--- config.mk ---
export PLATFORM = sky130hd
export DESIGN_NAME = serial_api_host_link
export DESIGN_NICKNAME = d
export VERILOG_FILES = /design/src/hw/serial_link_pkg.sv /design/src/hw/uart_byte_tx.sv /design/src/hw/serial_api_host_link.sv
export SDC_FILE = /design/constraint.sdc
export NUM_CORES = 1
export LEC_CHECK = 0
export BUFFER_PORTS_ARGS = -buffer_cell sky130_fd_sc_hd__buf_2
export CORE_MARGIN = 4
export CORE_UTILIZATION = 55
export CTS_BUF_LIST = sky130_fd_sc_hd__clkbuf_4
export DETAILED_ROUTE_END_ITERATION = 8
export GPL_TIMING_DRIVEN = 0
export PLACE_DENSITY = 0.74
export SYNTH_ARGS = -nofsm -noshare
export SYNTH_HDL_FRONTEND = slang
export SYNTH_HIERARCHICAL = 1
export SYNTH_SLANG_ARGS = --single-unit
--- constraint.sdc ---
create_clock -name i_mclk -period 5 [get_ports i_mclk]
set_input_delay 0.25 -clock i_mclk [delete_from_list [all_inputs] [get_ports i_mclk]]
set_output_delay 0.25 -clock i_mclk [all_outputs]
set_load 0.1 [all_outputs]
--- src/hw/serial_link_pkg.sv ---
// constants shared by the serial host link and its byte transmitter
package serial_link_pkg;

   // clock and default line settings (8 data bits, no parity, one stop bit)
   localparam int unsigned CLK_HZ = 100_000_000;
   localparam int unsigned BAUD_DEFAULT = 115_200;
   localparam int unsigned BIT_CYCLES = (CLK_HZ + BAUD_DEFAULT / 2) / BAUD_DEFAULT;
   localparam int CNT_W = 16;
   localparam logic [3:0] FRAME_LAST_BIT = 4'h9;
   localparam logic [3:0] DATA_LAST_BIT = 4'h8;

   // packet type codes carried in header byte 0
   localparam logic [7:0] PKT_CMD = 8'h01;
   localparam logic [7:0] PKT_RSP = 8'h02;
   localparam logic [7:0] PKT_EVT = 8'h03;

   // byte positions inside an outgoing packet
   localparam logic [2:0] IDX_TYPE = 3'h0;
   localparam logic [2:0] IDX_LEN_LO = 3'h1;
   localparam logic [2:0] IDX_LEN_HI = 3'h2;
   localparam logic [2:0] IDX_ID = 3'h3;
   localparam logic [2:0] IDX_PL_LO = 3'h4;
   localparam logic [2:0] IDX_PL_HI = 3'h5;
   localparam logic [2:0] IDX_SUM = 3'h6;

   // header byte positions while receiving
   localparam logic [1:0] HDR_TYPE = 2'h0;
   localparam logic [1:0] HDR_LEN_LO = 2'h1;
   localparam logic [1:0] HDR_LEN_HI = 2'h2;
   localparam logic [1:0] HDR_ID = 2'h3;

   // outgoing payload is always one 16-bit code
   localparam logic [15:0] OUT_LEN = 16'h0002;

endpackage : serial_link_pkg

--- src/hw/uart_byte_tx.sv ---
// asynchronous serial byte transmitter with optional clear-to-send gating
`timescale 1ns/1ps
`default_nettype none

module uart_byte_tx
   import serial_link_pkg::*;
#(
   parameter int unsigned BIT_CYC = BIT_CYCLES
)
(
   input wire logic i_mclk,
   input wire logic i_rst_n,
   input wire logic i_start,
   input wire logic [7:0] i_byte,
   input wire logic i_flow_en,
   input wire logic i_cts_n,
   output logic o_ready,
   output logic o_busy,
   output logic o_txd
);

   localparam logic [CNT_W-1:0] BIT_CNT = CNT_W'(BIT_CYC - 1);

   typedef struct packed {
      logic busy;
      logic [CNT_W-1:0] cnt;
      logic [3:0] bit_no;
      logic [9:0] sh;
      logic txd;
   } tx_state_t;

   tx_state_t s_q;
   tx_state_t s_d;

   // a byte already started always finishes; the host's deassert only holds the next one
   assign o_ready = !s_q.busy && !(i_flow_en && i_cts_n);
   assign o_busy = s_q.busy;
   assign o_txd = s_q.txd;

   // frame: low start bit, data lsb first, one high stop bit
   always_comb
   begin
      s_d = s_q;
      if (!s_q.busy)
      begin
         if (i_start && o_ready)
         begin
            s_d.busy = 1'b1;
            s_d.cnt = BIT_CNT;
            s_d.bit_no = 4'h0;
            s_d.sh = {1'b1, i_byte, 1'b0};
            s_d.txd = 1'b0;
         end
      end
      else if (s_q.cnt != '0)
      begin
         s_d.cnt = s_q.cnt - 1'b1;
      end
      else if (s_q.bit_no == FRAME_LAST_BIT)
      begin
         s_d.busy = 1'b0; // stop bit has lasted a full period
         s_d.txd = 1'b1;
      end
      else
      begin
         s_d.cnt = BIT_CNT;
         s_d.sh = {1'b1, s_q.sh[9:1]};
         s_d.txd = s_q.sh[1];
         s_d.bit_no = s_q.bit_no + 4'h1;
      end
   end

   // line idles high out of reset
   always_ff @(posedge i_mclk or negedge i_rst_n)
   begin
      if (!i_rst_n)
      begin
         s_q <= '0;
         s_q.sh <= 10'h3FF;
         s_q.txd <= 1'b1;
      end
      else
      begin
         s_q <= s_d;
      end
   end

endmodule : uart_byte_tx

`default_nettype wire

--- src/hw/serial_api_host_link.sv ---
// serial command, response and event link toward an external host controller
// Function
// line runs 115200 baud, 8 data, no parity, 1 stop, flow control off.
// host matches the module's configured baud, framing and flow setting.
// host should enable request/clear-to-send flow control when it can.
// data-pending output low while transmit data remains, high once drained.
// host uses data-pending falling edge to start parsing incoming bytes.
// connection output low only while transparent pipe is fully up.
// host may gate its sending on the connection output being low.
// pipe-select strap low forces transparent mode; command traffic unavailable.
// host drives low-power input around traffic when deep sleep enabled.
// event packets may be emitted any time, regardless of outstanding commands; here an event waits while a command awaits its response.
// each accepted command yields exactly one response packet, promptly.
// events raised during a command wait until its response is sent.
// host accepts response and event packets and tells them apart.
// host checks each packet checksum and drops failing packets.
// every packet starts with a fixed four-byte header: type, length, id.
// multi-byte fields travel least significant byte first.
// bytes framed with low start bit, lsb first, then stop bit.
// with flow control on, transmission pauses while clear-to-send deasserted.
`timescale 1ns/1ps
`default_nettype none

module serial_api_host_link
   import serial_link_pkg::*;
#(
   parameter int unsigned BIT_CYC = BIT_CYCLES
)
(
   input wire logic i_mclk,
   input wire logic i_rst_n,
   input wire logic i_uart_rxd,
   input wire logic i_cts_n,
   input wire logic i_flow_en,
   input wire logic i_pipe_sel_n,
   input wire logic i_pipe_up,
   input wire logic i_rsp_valid,
   input wire logic [15:0] i_rsp_code,
   input wire logic i_evt_valid,
   input wire logic [15:0] i_evt_code,
   input wire logic i_pipe_tx_valid,
   input wire logic [7:0] i_pipe_tx_data,
   output logic o_uart_txd,
   output logic o_rts_n,
   output logic o_data_ready_n,
   output logic o_conn_n,
   output logic o_cmd_valid,
   output logic [7:0] o_cmd_id,
   output logic o_evt_ready,
   output logic o_pipe_rx_valid,
   output logic [7:0] o_pipe_rx_data,
   output logic o_pipe_tx_ready
);

   localparam logic [CNT_W-1:0] BIT_CNT = CNT_W'(BIT_CYC - 1);
   localparam logic [CNT_W-1:0] HALF_CNT = CNT_W'(BIT_CYC / 2);

   typedef enum logic [1:0] {P_HDR, P_BODY, P_SUM} parse_st_t;
   typedef enum logic [1:0] {T_IDLE, T_PKT, T_RAW} send_st_t;

   typedef struct packed {
      logic rx_busy;
      logic [CNT_W-1:0] rx_cnt;
      logic [3:0] rx_bit;
      logic [7:0] rx_sh;
      parse_st_t p_st;
      logic [1:0] p_idx;
      logic [15:0] p_len;
      logic [7:0] p_sum;
      logic [7:0] p_id;
      logic cmd_busy;
      logic rsp_wait;
      logic rsp_full;
      logic [15:0] rsp_code;
      logic [7:0] rsp_id;
      logic evt_full;
      logic [15:0] evt_code;
      logic raw_full;
      logic [7:0] raw_data;
      send_st_t t_st;
      logic [2:0] t_idx;
      logic [7:0] t_sum;
      logic [7:0] t_type;
      logic [7:0] t_id;
      logic [15:0] t_code;
      logic cmd_valid;
      logic [7:0] cmd_id;
      logic evt_ready;
      logic pipe_rx_valid;
      logic [7:0] pipe_rx_data;
      logic pipe_tx_ready;
      logic rts_n;
      logic data_ready_n;
      logic conn_n;
   } link_state_t;

   link_state_t s_q;
   link_state_t s_d;
   logic tx_start;
   logic [7:0] tx_byte;
   logic tx_ready;
   logic tx_busy;
   logic byte_stb;
   logic transparent;

   // byte of an outgoing response or event packet at a given position
   function automatic logic [7:0] pkt_byte(input logic [2:0] idx, input logic [7:0] typ,
                                           input logic [7:0] id, input logic [15:0] code,
                                           input logic [7:0] sum);
      case (idx)
         IDX_TYPE: pkt_byte = typ;
         IDX_LEN_LO: pkt_byte = OUT_LEN[7:0];
         IDX_LEN_HI: pkt_byte = OUT_LEN[15:8];
         IDX_ID: pkt_byte = id;
         IDX_PL_LO: pkt_byte = code[7:0];
         IDX_PL_HI: pkt_byte = code[15:8];
         default: pkt_byte = sum; // running sum of all bytes before it
      endcase
   endfunction : pkt_byte

   // a tied-low strap or an established pipe puts the port in data mode
   assign transparent = !i_pipe_sel_n || i_pipe_up;

   uart_byte_tx #(
      .BIT_CYC(BIT_CYC)
   ) u_tx (
      .i_mclk(i_mclk),
      .i_rst_n(i_rst_n),
      .i_start(tx_start),
      .i_byte(tx_byte),
      .i_flow_en(i_flow_en),
      .i_cts_n(i_cts_n),
      .o_ready(tx_ready),
      .o_busy(tx_busy),
      .o_txd(o_uart_txd)
   );

   // receiver, parser, packet sender and status lines
   always_comb
   begin
      s_d = s_q;
      byte_stb = 1'b0;
      tx_start = 1'b0;
      tx_byte = 8'h00;
      s_d.cmd_valid = 1'b0;
      s_d.pipe_rx_valid = 1'b0;

      // receive: centre-sample each bit, drop a start glitch or bad stop bit
      if (!s_q.rx_busy)
      begin
         if (!i_uart_rxd)
         begin
            s_d.rx_busy = 1'b1;
            s_d.rx_cnt = HALF_CNT;
            s_d.rx_bit = 4'h0;
         end
      end
      else if (s_q.rx_cnt != '0)
      begin
         s_d.rx_cnt = s_q.rx_cnt - 1'b1;
      end
      else
      begin
         s_d.rx_cnt = BIT_CNT;
         if (s_q.rx_bit == 4'h0)
         begin
            s_d.rx_busy = !i_uart_rxd;
            s_d.rx_bit = 4'h1;
         end
         else if (s_q.rx_bit <= DATA_LAST_BIT)
         begin
            s_d.rx_sh = {i_uart_rxd, s_q.rx_sh[7:1]};
            s_d.rx_bit = s_q.rx_bit + 4'h1;
         end
         else
         begin
            s_d.rx_busy = 1'b0;
            byte_stb = i_uart_rxd;
         end
      end

      // in data mode bytes pass straight to the radio side, no parsing
      if (byte_stb && transparent)
      begin
         s_d.pipe_rx_valid = 1'b1;
         s_d.pipe_rx_data = s_q.rx_sh;
      end
      else if (byte_stb)
      begin
         case (s_q.p_st)
            P_HDR:
            begin
               s_d.p_sum = s_q.p_sum + s_q.rx_sh;
               s_d.p_idx = s_q.p_idx + 2'h1;
               case (s_q.p_idx)
                  HDR_TYPE:
                  begin
                     // a second command before the answer is ignored
                     if (s_q.rx_sh == PKT_CMD && !s_q.cmd_busy)
                     begin
                        s_d.cmd_busy = 1'b1;
                        s_d.p_sum = s_q.rx_sh;
                     end
                     else
                     begin
                        s_d.p_idx = HDR_TYPE;
                     end
                  end
                  HDR_LEN_LO: s_d.p_len[7:0] = s_q.rx_sh;
                  HDR_LEN_HI: s_d.p_len[15:8] = s_q.rx_sh;
                  default:
                  begin
                     s_d.p_id = s_q.rx_sh;
                     s_d.p_st = (s_q.p_len == 16'h0000) ? P_SUM : P_BODY;
                  end
               endcase
            end
            P_BODY:
            begin
               // payload is summed and skipped; only the id goes onward
               s_d.p_sum = s_q.p_sum + s_q.rx_sh;
               s_d.p_len = s_q.p_len - 16'h0001;
               if (s_q.p_len == 16'h0001)
               begin
                  s_d.p_st = P_SUM;
               end
            end
            default:
            begin
               s_d.p_st = P_HDR;
               s_d.p_idx = HDR_TYPE;
               if (s_q.rx_sh == s_q.p_sum)
               begin
                  s_d.cmd_valid = 1'b1;
                  s_d.cmd_id = s_q.p_id;
                  s_d.rsp_wait = 1'b1;
                  s_d.rsp_id = s_q.p_id;
               end
               else
               begin
                  s_d.cmd_busy = 1'b0; // corrupt command is never answered
               end
            end
         endcase
      end

      // sender: response first, then raw pipe byte, then an event
      case (s_q.t_st)
         T_IDLE:
         begin
            if (s_q.rsp_full)
            begin
               s_d.rsp_full = 1'b0;
               s_d.t_st = T_PKT;
               s_d.t_type = PKT_RSP;
               s_d.t_id = s_q.rsp_id;
               s_d.t_code = s_q.rsp_code;
               s_d.t_idx = IDX_TYPE;
               s_d.t_sum = 8'h00;
            end
            else if (s_q.raw_full)
            begin
               s_d.t_st = T_RAW;
            end
            else if (s_q.evt_full && !s_q.cmd_busy)
            begin
               s_d.evt_full = 1'b0;
               s_d.t_st = T_PKT;
               s_d.t_type = PKT_EVT;
               s_d.t_id = 8'h00;
               s_d.t_code = s_q.evt_code;
               s_d.t_idx = IDX_TYPE;
               s_d.t_sum = 8'h00;
            end
         end
         T_PKT:
         begin
            if (tx_ready)
            begin
               tx_start = 1'b1;
               tx_byte = pkt_byte(s_q.t_idx, s_q.t_type, s_q.t_id, s_q.t_code, s_q.t_sum);
               s_d.t_sum = s_q.t_sum + tx_byte;
               s_d.t_idx = s_q.t_idx + 3'h1;
               if (s_q.t_idx == IDX_SUM)
               begin
                  s_d.t_st = T_IDLE;
                  if (s_q.t_type == PKT_RSP)
                  begin
                     s_d.cmd_busy = 1'b0;
                  end
               end
            end
         end
         T_RAW:
         begin
            if (tx_ready)
            begin
               tx_start = 1'b1;
               tx_byte = s_q.raw_data;
               s_d.raw_full = 1'b0;
               s_d.t_st = T_IDLE;
            end
         end
         default: s_d.t_st = T_IDLE;
      endcase

      // one-deep holding slots toward the sender
      if (i_rsp_valid && s_q.rsp_wait)
      begin
         s_d.rsp_wait = 1'b0;
         s_d.rsp_full = 1'b1;
         s_d.rsp_code = i_rsp_code;
      end
      if (i_evt_valid && s_q.evt_ready)
      begin
         s_d.evt_full = 1'b1;
         s_d.evt_code = i_evt_code;
      end
      if (i_pipe_tx_valid && s_q.pipe_tx_ready)
      begin
         s_d.raw_full = 1'b1;
         s_d.raw_data = i_pipe_tx_data;
      end
      s_d.evt_ready = !s_d.evt_full && !transparent;
      s_d.pipe_tx_ready = !s_d.raw_full && transparent;

      // receiver never stalls, so the host may always send
      s_d.rts_n = 1'b0;
      // a held event is already waiting data, so it pulls the pending line low too
      s_d.data_ready_n = !(s_d.t_st != T_IDLE || tx_busy || tx_start || s_d.rsp_full
                           || s_d.raw_full || s_d.evt_full);
      s_d.conn_n = !i_pipe_up;
   end

   // whole state in one register; data-pending and connection lines idle high, rts_n low
   always_ff @(posedge i_mclk or negedge i_rst_n)
   begin
      if (!i_rst_n)
      begin
         s_q <= '0;
         s_q.data_ready_n <= 1'b1;
         s_q.conn_n <= 1'b1;
      end
      else
      begin
         s_q <= s_d;
      end
   end

   assign o_rts_n = s_q.rts_n;
   assign o_data_ready_n = s_q.data_ready_n;
   assign o_conn_n = s_q.conn_n;
   assign o_cmd_valid = s_q.cmd_valid;
   assign o_cmd_id = s_q.cmd_id;
   assign o_evt_ready = s_q.evt_ready;
   assign o_pipe_rx_valid = s_q.pipe_rx_valid;
   assign o_pipe_rx_data = s_q.pipe_rx_data;
   assign o_pipe_tx_ready = s_q.pipe_tx_ready;

endmodule : serial_api_host_link

`default_nettype wire

== Word level (Yosys, flattened, before mapping) ==
Index checks and enable logic that the tools add are counted.
W data, S select, Z words.

* Register bits after elaboration: 209
* Bits of input ports: 50
* Output and inout bits: 24
* Logic and storage cells: 223

* Add/sub/neg operators: 9
* Magnitude comparators: 1
* Equal/unequal tests: 32
* Mux-type cells: 78
* Bitwise gates (word level): 6
* Reductions and logical operators: 60

{| class="wikitable"
|+ Operators by type and width
! operator !! count
|-
| $mux W45 || 2
|-
| $mux W8 || 9
|-
| $mux W32 || 2
|-
| $mux W9 || 6
|-
| $pmux W24 S2 || 1
|-
| $pmux W8 S6 || 1
|-
| $sub A16 B1 Y16 const B || 3
|-
| $mux W43 || 1
|-
| $mux W21 || 2
|-
| $mux W16 || 2
|-
| $reduce_and A4 Y1 || 8
|-
| $reduce_bool A16 Y1 || 2
|-
| $mux W30 || 1
|-
| $mux W1 || 28
|-
| $mux W12 || 2
|-
| $pmux W11 S2 || 1
|-
| $mux W2 || 10
|-
| $mux W18 || 1
|-
| $mux W17 || 1
|-
| $add A8 B8 Y8 || 2
|-
| $eq A16 B1 Y1 const B || 1
|-
| $logic_not A16 Y1 || 1
|-
| $pmux W8 S2 || 1
|-
| $mux W15 || 1
|-
| 34 further kinds || 97
|}

== Longest topological paths before layout ==
* Depth after elaboration: 15
* Depth in mapped cells: 15
* Gate-level depth less buffers: 13

== Modules after synthesis ==
The synthesis kept the hierarchy.

{| class="wikitable"
|+ By module, submodules not included
! module !! times used !! cells an instance !! area each (sq um) !! seq. area each (sq um)
|-
| serial_api_host_link || 1 || 878 || 9043.7 || 4281.6
|-
| uart_byte_tx || 1 || 177 || 1794.2 || 788.3
|}

== Worst setup path before layout ==
No wires, ideal clock.

* Kind: reg-to-reg
* Start: register s_q[63] in the netlist's numbering
* End: register s_q[61] in the netlist's numbering
* Setup time: 122 ps
* Arrival time: 3233 ps
* Data required time: 4878 ps
* Path slack: 1645 ps
* Stages on the path, launching flop included: 15
* Buffers on the path: 2
* Clock period less this slack: 3355 ps
* Path through: dfrtp_1 -> ha_1 -> ha_1 -> clkbuf_1 -> or4_1 -> clkbuf_1 -> mux2_2 -> ha_1 -> inv_1 -> fa_1 -> nor2b_1 -> o21ai_0 -> a21oi_1 -> or3_1 -> a32o_1

* Cells in the longest elaborated chain, start to end: 7
* Elaborated cells between the ends (all ways): 12
* Classes of those cells: 1 x add/sub; 5 x eq/ne; 5 x mux; 1 x reduce/logical

{| class="wikitable"
|+ Ends and longest elaborated chain
! element !! RTL line !! text
|-
| start: declaration || serial_api_host_link.sv:97 || <nowiki>link_state_t s_q;</nowiki>
|-
| $eq A3 B3 Y1 (tied with other cells) || serial_api_host_link.sv:110 || <nowiki>case (idx)</nowiki>
|-
| $pmux W8 S6 (*) || serial_api_host_link.sv:110 ||
|-
| $mux W8 (*) || serial_api_host_link.sv:278 || <nowiki>if (tx_ready)</nowiki>
|-
| $mux W8 (*) || serial_api_host_link.sv:248 || <nowiki>case (s_q.t_st)</nowiki>
|-
| $add A8 B8 Y8 (*) || serial_api_host_link.sv:282 || <nowiki>s_d.t_sum = s_q.t_sum + tx_byte;</nowiki>
|-
| $mux W13 (*) || serial_api_host_link.sv:278 ||
|-
| $pmux W11 S2 (*) || serial_api_host_link.sv:248 ||
|}

Mark *: on every way between the ends. The rest lies on a longest branch, timed or not. The select of a mux whose other input is x is not followed.
A chain may end at the register's enable or synchronous reset.

== Worst setup path after layout ==
* Start: register s_q[65] in the netlist's numbering
* End: register s_q[61] in the netlist's numbering

The elaborated chain is that of the path after synthesis.

==> impl_metrics.yaml <==
run_status:
  status: "completed"
place:
  dp_hpwl_um: 18100
  io_buffers: 72
  gp_congestion: 0.881
  dp_cells: 1394
layout:
  fillers: 1618
  syn2layout_area_growth_pct: 17.9
  fin_cells: 1540
  post-route-util: 0.658
  final_common_cell: "dfrtp_1"
  most-common-layout-cells: "dfrtp_1 (190), clkbuf_4 (79), buf_2 (78)"
  nets: 1320
  drive_gt1_frac: 0.237
routing:
  wl_um: 27100
  ant_nets: 0
  dr.pass1.iters: 5
  viasPerCell: 5.87
  drc_errors: 0
  post_drt_wl_per_cell_um: 17.6
  drt_iter0_drc: 682
  vias: 9046
synth:
  async_flop_share: 1.00
  synth_area_mm2: 0.0108
  synth_flop_cell: "dfrtp_1"
  syn-num-nets: 1144
  synth.avg_cell_area_um2: 10.3
  synth_seq_cells: 202
  syn_inst: 1055
  synthDistinctLibCells: 82
  synth_edf_count: 0
  ys_seq_area_frac: 0.468
  yosysWarnings: 6
clocking:
  cts_tree: "yes"
  numCtsBuffers: 55
  clockBufferDepth: 3
  root_buffer: "clkbuf_4"
  htree_levels: 2
  cts_resized: 0
  cts_sinks: 202
  clk_pin_slew_ns: 0.07
  clk_latency_ns: 0.67
hold_path:
  min_from: "i_cts_n"
  hp-class: "in2reg"
timing:
  rsz0062_at_grt: "no"
  post-route-period-util: 0.748
  slew_viol_final: 0
  min_period_ns: 3.74
  slew_headroom: 0.499
  finClkSkew_ns: 0.0382
  tightest_slew_ns: 0.747
  tns_ns: 0
  hold_viol_final: 0
  clock.fmax_ghz: 0.267
  setup_viol: 0
floorplanning:
  rows: 51
  initial_core_util: 0.559
  die_h_um: 148
  coreArea_mm2: 0.0194
  ios: 74
  die_w_um: 148
  die_area_mm2: 0.0220
setup_path:
  critPathTopFamily: "simple AND/OR/NAND/NOR gates"
  crit_type: "reg2reg"
  required_ns: 5.56
  arrival_ns: 4.30
  start_kind: "flip-flop"
  worstPathMaxFanout: 10
  cp_slowest_stage_delay_ns: 0.50
  crit_path_start: "s_q[65]"
  cp_cell_sequence: "buf_2, inv_1, ha_1, clkbuf_1, or4_1, clkbuf_1, mux2_2, ha_1, inv_1, fa_1, nor2b_1, o21ai_0, a21oi_1, or3_1, a32o_1"
  worst-path-buf-inv: 5
  crit_path_end_kind: "flip-flop"
  reg2reg_from: "s_q[65]"
  critPathSlowestCell: "or4_1"
pwr:
  p_leak_nw: 6.03
  powerDensity_mw_per_mm2: 265
  combinationalPowerShare: 0.046
  p_clk_frac: 0.453
  ir_drop_uv: 190
  seqPwrFrac: 0.501
  internal_power_mw: 2.57
  p_sw_mw: 0.817
  p_sw_frac: 0.241
global_routing:
  grt_pass1_vias: 9048
  grt.overflow.total: 0
  grt_pass1_wl_um: 45000
  antenna_found_initial: 1
  grt_use_total: 0.248
  grt_start_max_net_pins: 124
run:
  cap_violations: 0
-- cell usage after synthesis (5+ instances only) --
| cell | n | area (um2) |
|---|---|---|
| dfrtp_1 | 190 | 4750 |
| mux2_2 | 76 | 856 |
| nand2_1 | 74 | 278 |
| o21ai_0 | 73 | 365 |
| nor2_1 | 56 | 210 |
| a22oi_1 | 44 | 330 |
| inv_1 | 43 | 161 |
| clkbuf_1 | 38 | 143 |
| ha_1 | 37 | 463 |
| nor3_1 | 35 | 175 |
| a21oi_1 | 30 | 150 |
| nand3_1 | 29 | 145 |
| buf_4 | 19 | 143 |
| a31oi_1 | 17 | 106 |
| and3_1 | 16 | 100 |
| nand2b_1 | 15 | 93.8 |
| a22o_1 | 14 | 123 |
| dfstp_2 | 12 | 315 |
| nand4_1 | 12 | 75.1 |
| nor2b_1 | 12 | 75.1 |
| nor4_1 | 12 | 75.1 |
| a211o_1 | 11 | 96.3 |
| o21ai_1 | 10 | 50.1 |
| or3_1 | 10 | 62.6 |
| a21o_1 | 9 | 67.6 |
| o31ai_1 | 8 | 60.1 |
| a21boi_0 | 7 | 52.6 |
| and2_1 | 7 | 43.8 |
| buf_2 | 7 | 35.0 |
| or4_1 | 7 | 52.6 |
| a32oi_1 | 6 | 52.6 |
| o22a_1 | 6 | 52.6 |
| mux2i_1 | 5 | 50.1 |
| o211a_1 | 5 | 50.1 |
| or2_2 | 5 | 31.3 |
| xnor2_1 | 5 | 43.8 |
-- metal layers --
metal / global-route usage / wire length, um / up-vias
li1: - / - / 4293
met1: 0.326 / 11500 / 4395
met4: 0.0845 / 700 / 0
met2: 0.418 / 13300 / 295
met5: 0 / 0 / -
met3: 0.0427 / 1530 / 63
-- flip-flops by register name, summed over array words and instances, names as in the netlist --
signal / flops
s_q: 149
u_tx/s_q: 29
o_cmd_id: 8
o_pipe_rx_data: 8
o_cmd_valid: 1
o_conn_n: 1
o_data_ready_n: 1
o_evt_ready: 1
o_pipe_rx_valid: 1
o_pipe_tx_ready: 1
u_tx/o_busy: 1
u_tx/o_txd: 1
-- area by class of cell --
cell class / instances / area (um2) / area share
diodes: 1 / 2.50 / 0.000196
plain buffers: 69 / 369 / 0.0289
clock buffers: 79 / 593 / 0.0464
clock inverters: 21 / 133 / 0.0104
inverters: 43 / 161 / 0.0126
multi-input cells: 741 / 5240 / 0.410
flip-flops and latches: 202 / 5070 / 0.397
well taps: 265 / 332 / 0.0260
repair buffers: 119 / 876 / 0.0686
-- kinds of logic (layout without fill, tap and decap cells) --
group | Yosys count | in the layout | synth area share
simple gates | 324 | 324 | 0.163
compound gates | 288 | 288 | 0.183
flops | 202 | 202 | 0.468
buf+inv | 112 | 331 | 0.0489
mux | 81 | 81 | 0.0836
fa+ha+maj | 39 | 39 | 0.0464
xor+xnor | 8 | 8 | 0.00647
other cells | 1 | 2 | 0.000346
-- worst min-delay path, stage by stage --
cell and delay [ns]:
buf_2 0.08, a21oi_1 0.21, nand2_1 0.12, nand2_1 0.06, nand2_1 0.09
-- power groups by stage --
stage | clock network, mW | registers [mW] | logic, mW
CTS | 1.57 | 1.70 | 0.158
detailed placement | 0 | 1.73 | 0.130
global placement | 0 | 1.73 | 0.122
finish | 1.53 | 1.70 | 0.156
global route | 1.67 | 1.70 | 0.172
floorplan | 0 | 1.72 | 0.0495
-- through the flow --
stage | instance area [um2] | total power, mW | hold slack, ns | worst slack, ns
global route | 12800 | 3.55 | 0.230 | 0.995
detailed placement | 11600 | 1.85 | 0.359 | 1.28
global placement | 11500 | 1.85 | 0.416 | 0.287
floorplan | 10800 | 1.77 | -0.0456 | 1.65
CTS | 12800 | 3.43 | 0.147 | 1.27
finish | 12800 | 3.39 | 0.200 | 1.26
-- worst paths after layout --
| check | end | slack [ns] | depth (start not counted) |
|---|---|---|---|
| setup reg to reg | s_q[61] | 1.26 | 15 |
| min in group asynchronous | s_q[111] | 0.22 | 3 |
| setup / recovery | s_q[61] | 1.26 | 15 |
| max in group asynchronous | o_data_ready_n | 3.86 | 4 |
| hold reg to reg | s_q[133] | 0.49 | 1 |
| hold / removal | s_q[76] | 0.20 | 5 |
-- repair_timing --
action,CTS,global route
setup buffers,0,0
hold endpoints to repair,162,0
hold buffers,45,0
No activity file was read; power rests on OpenSTA's default activity.
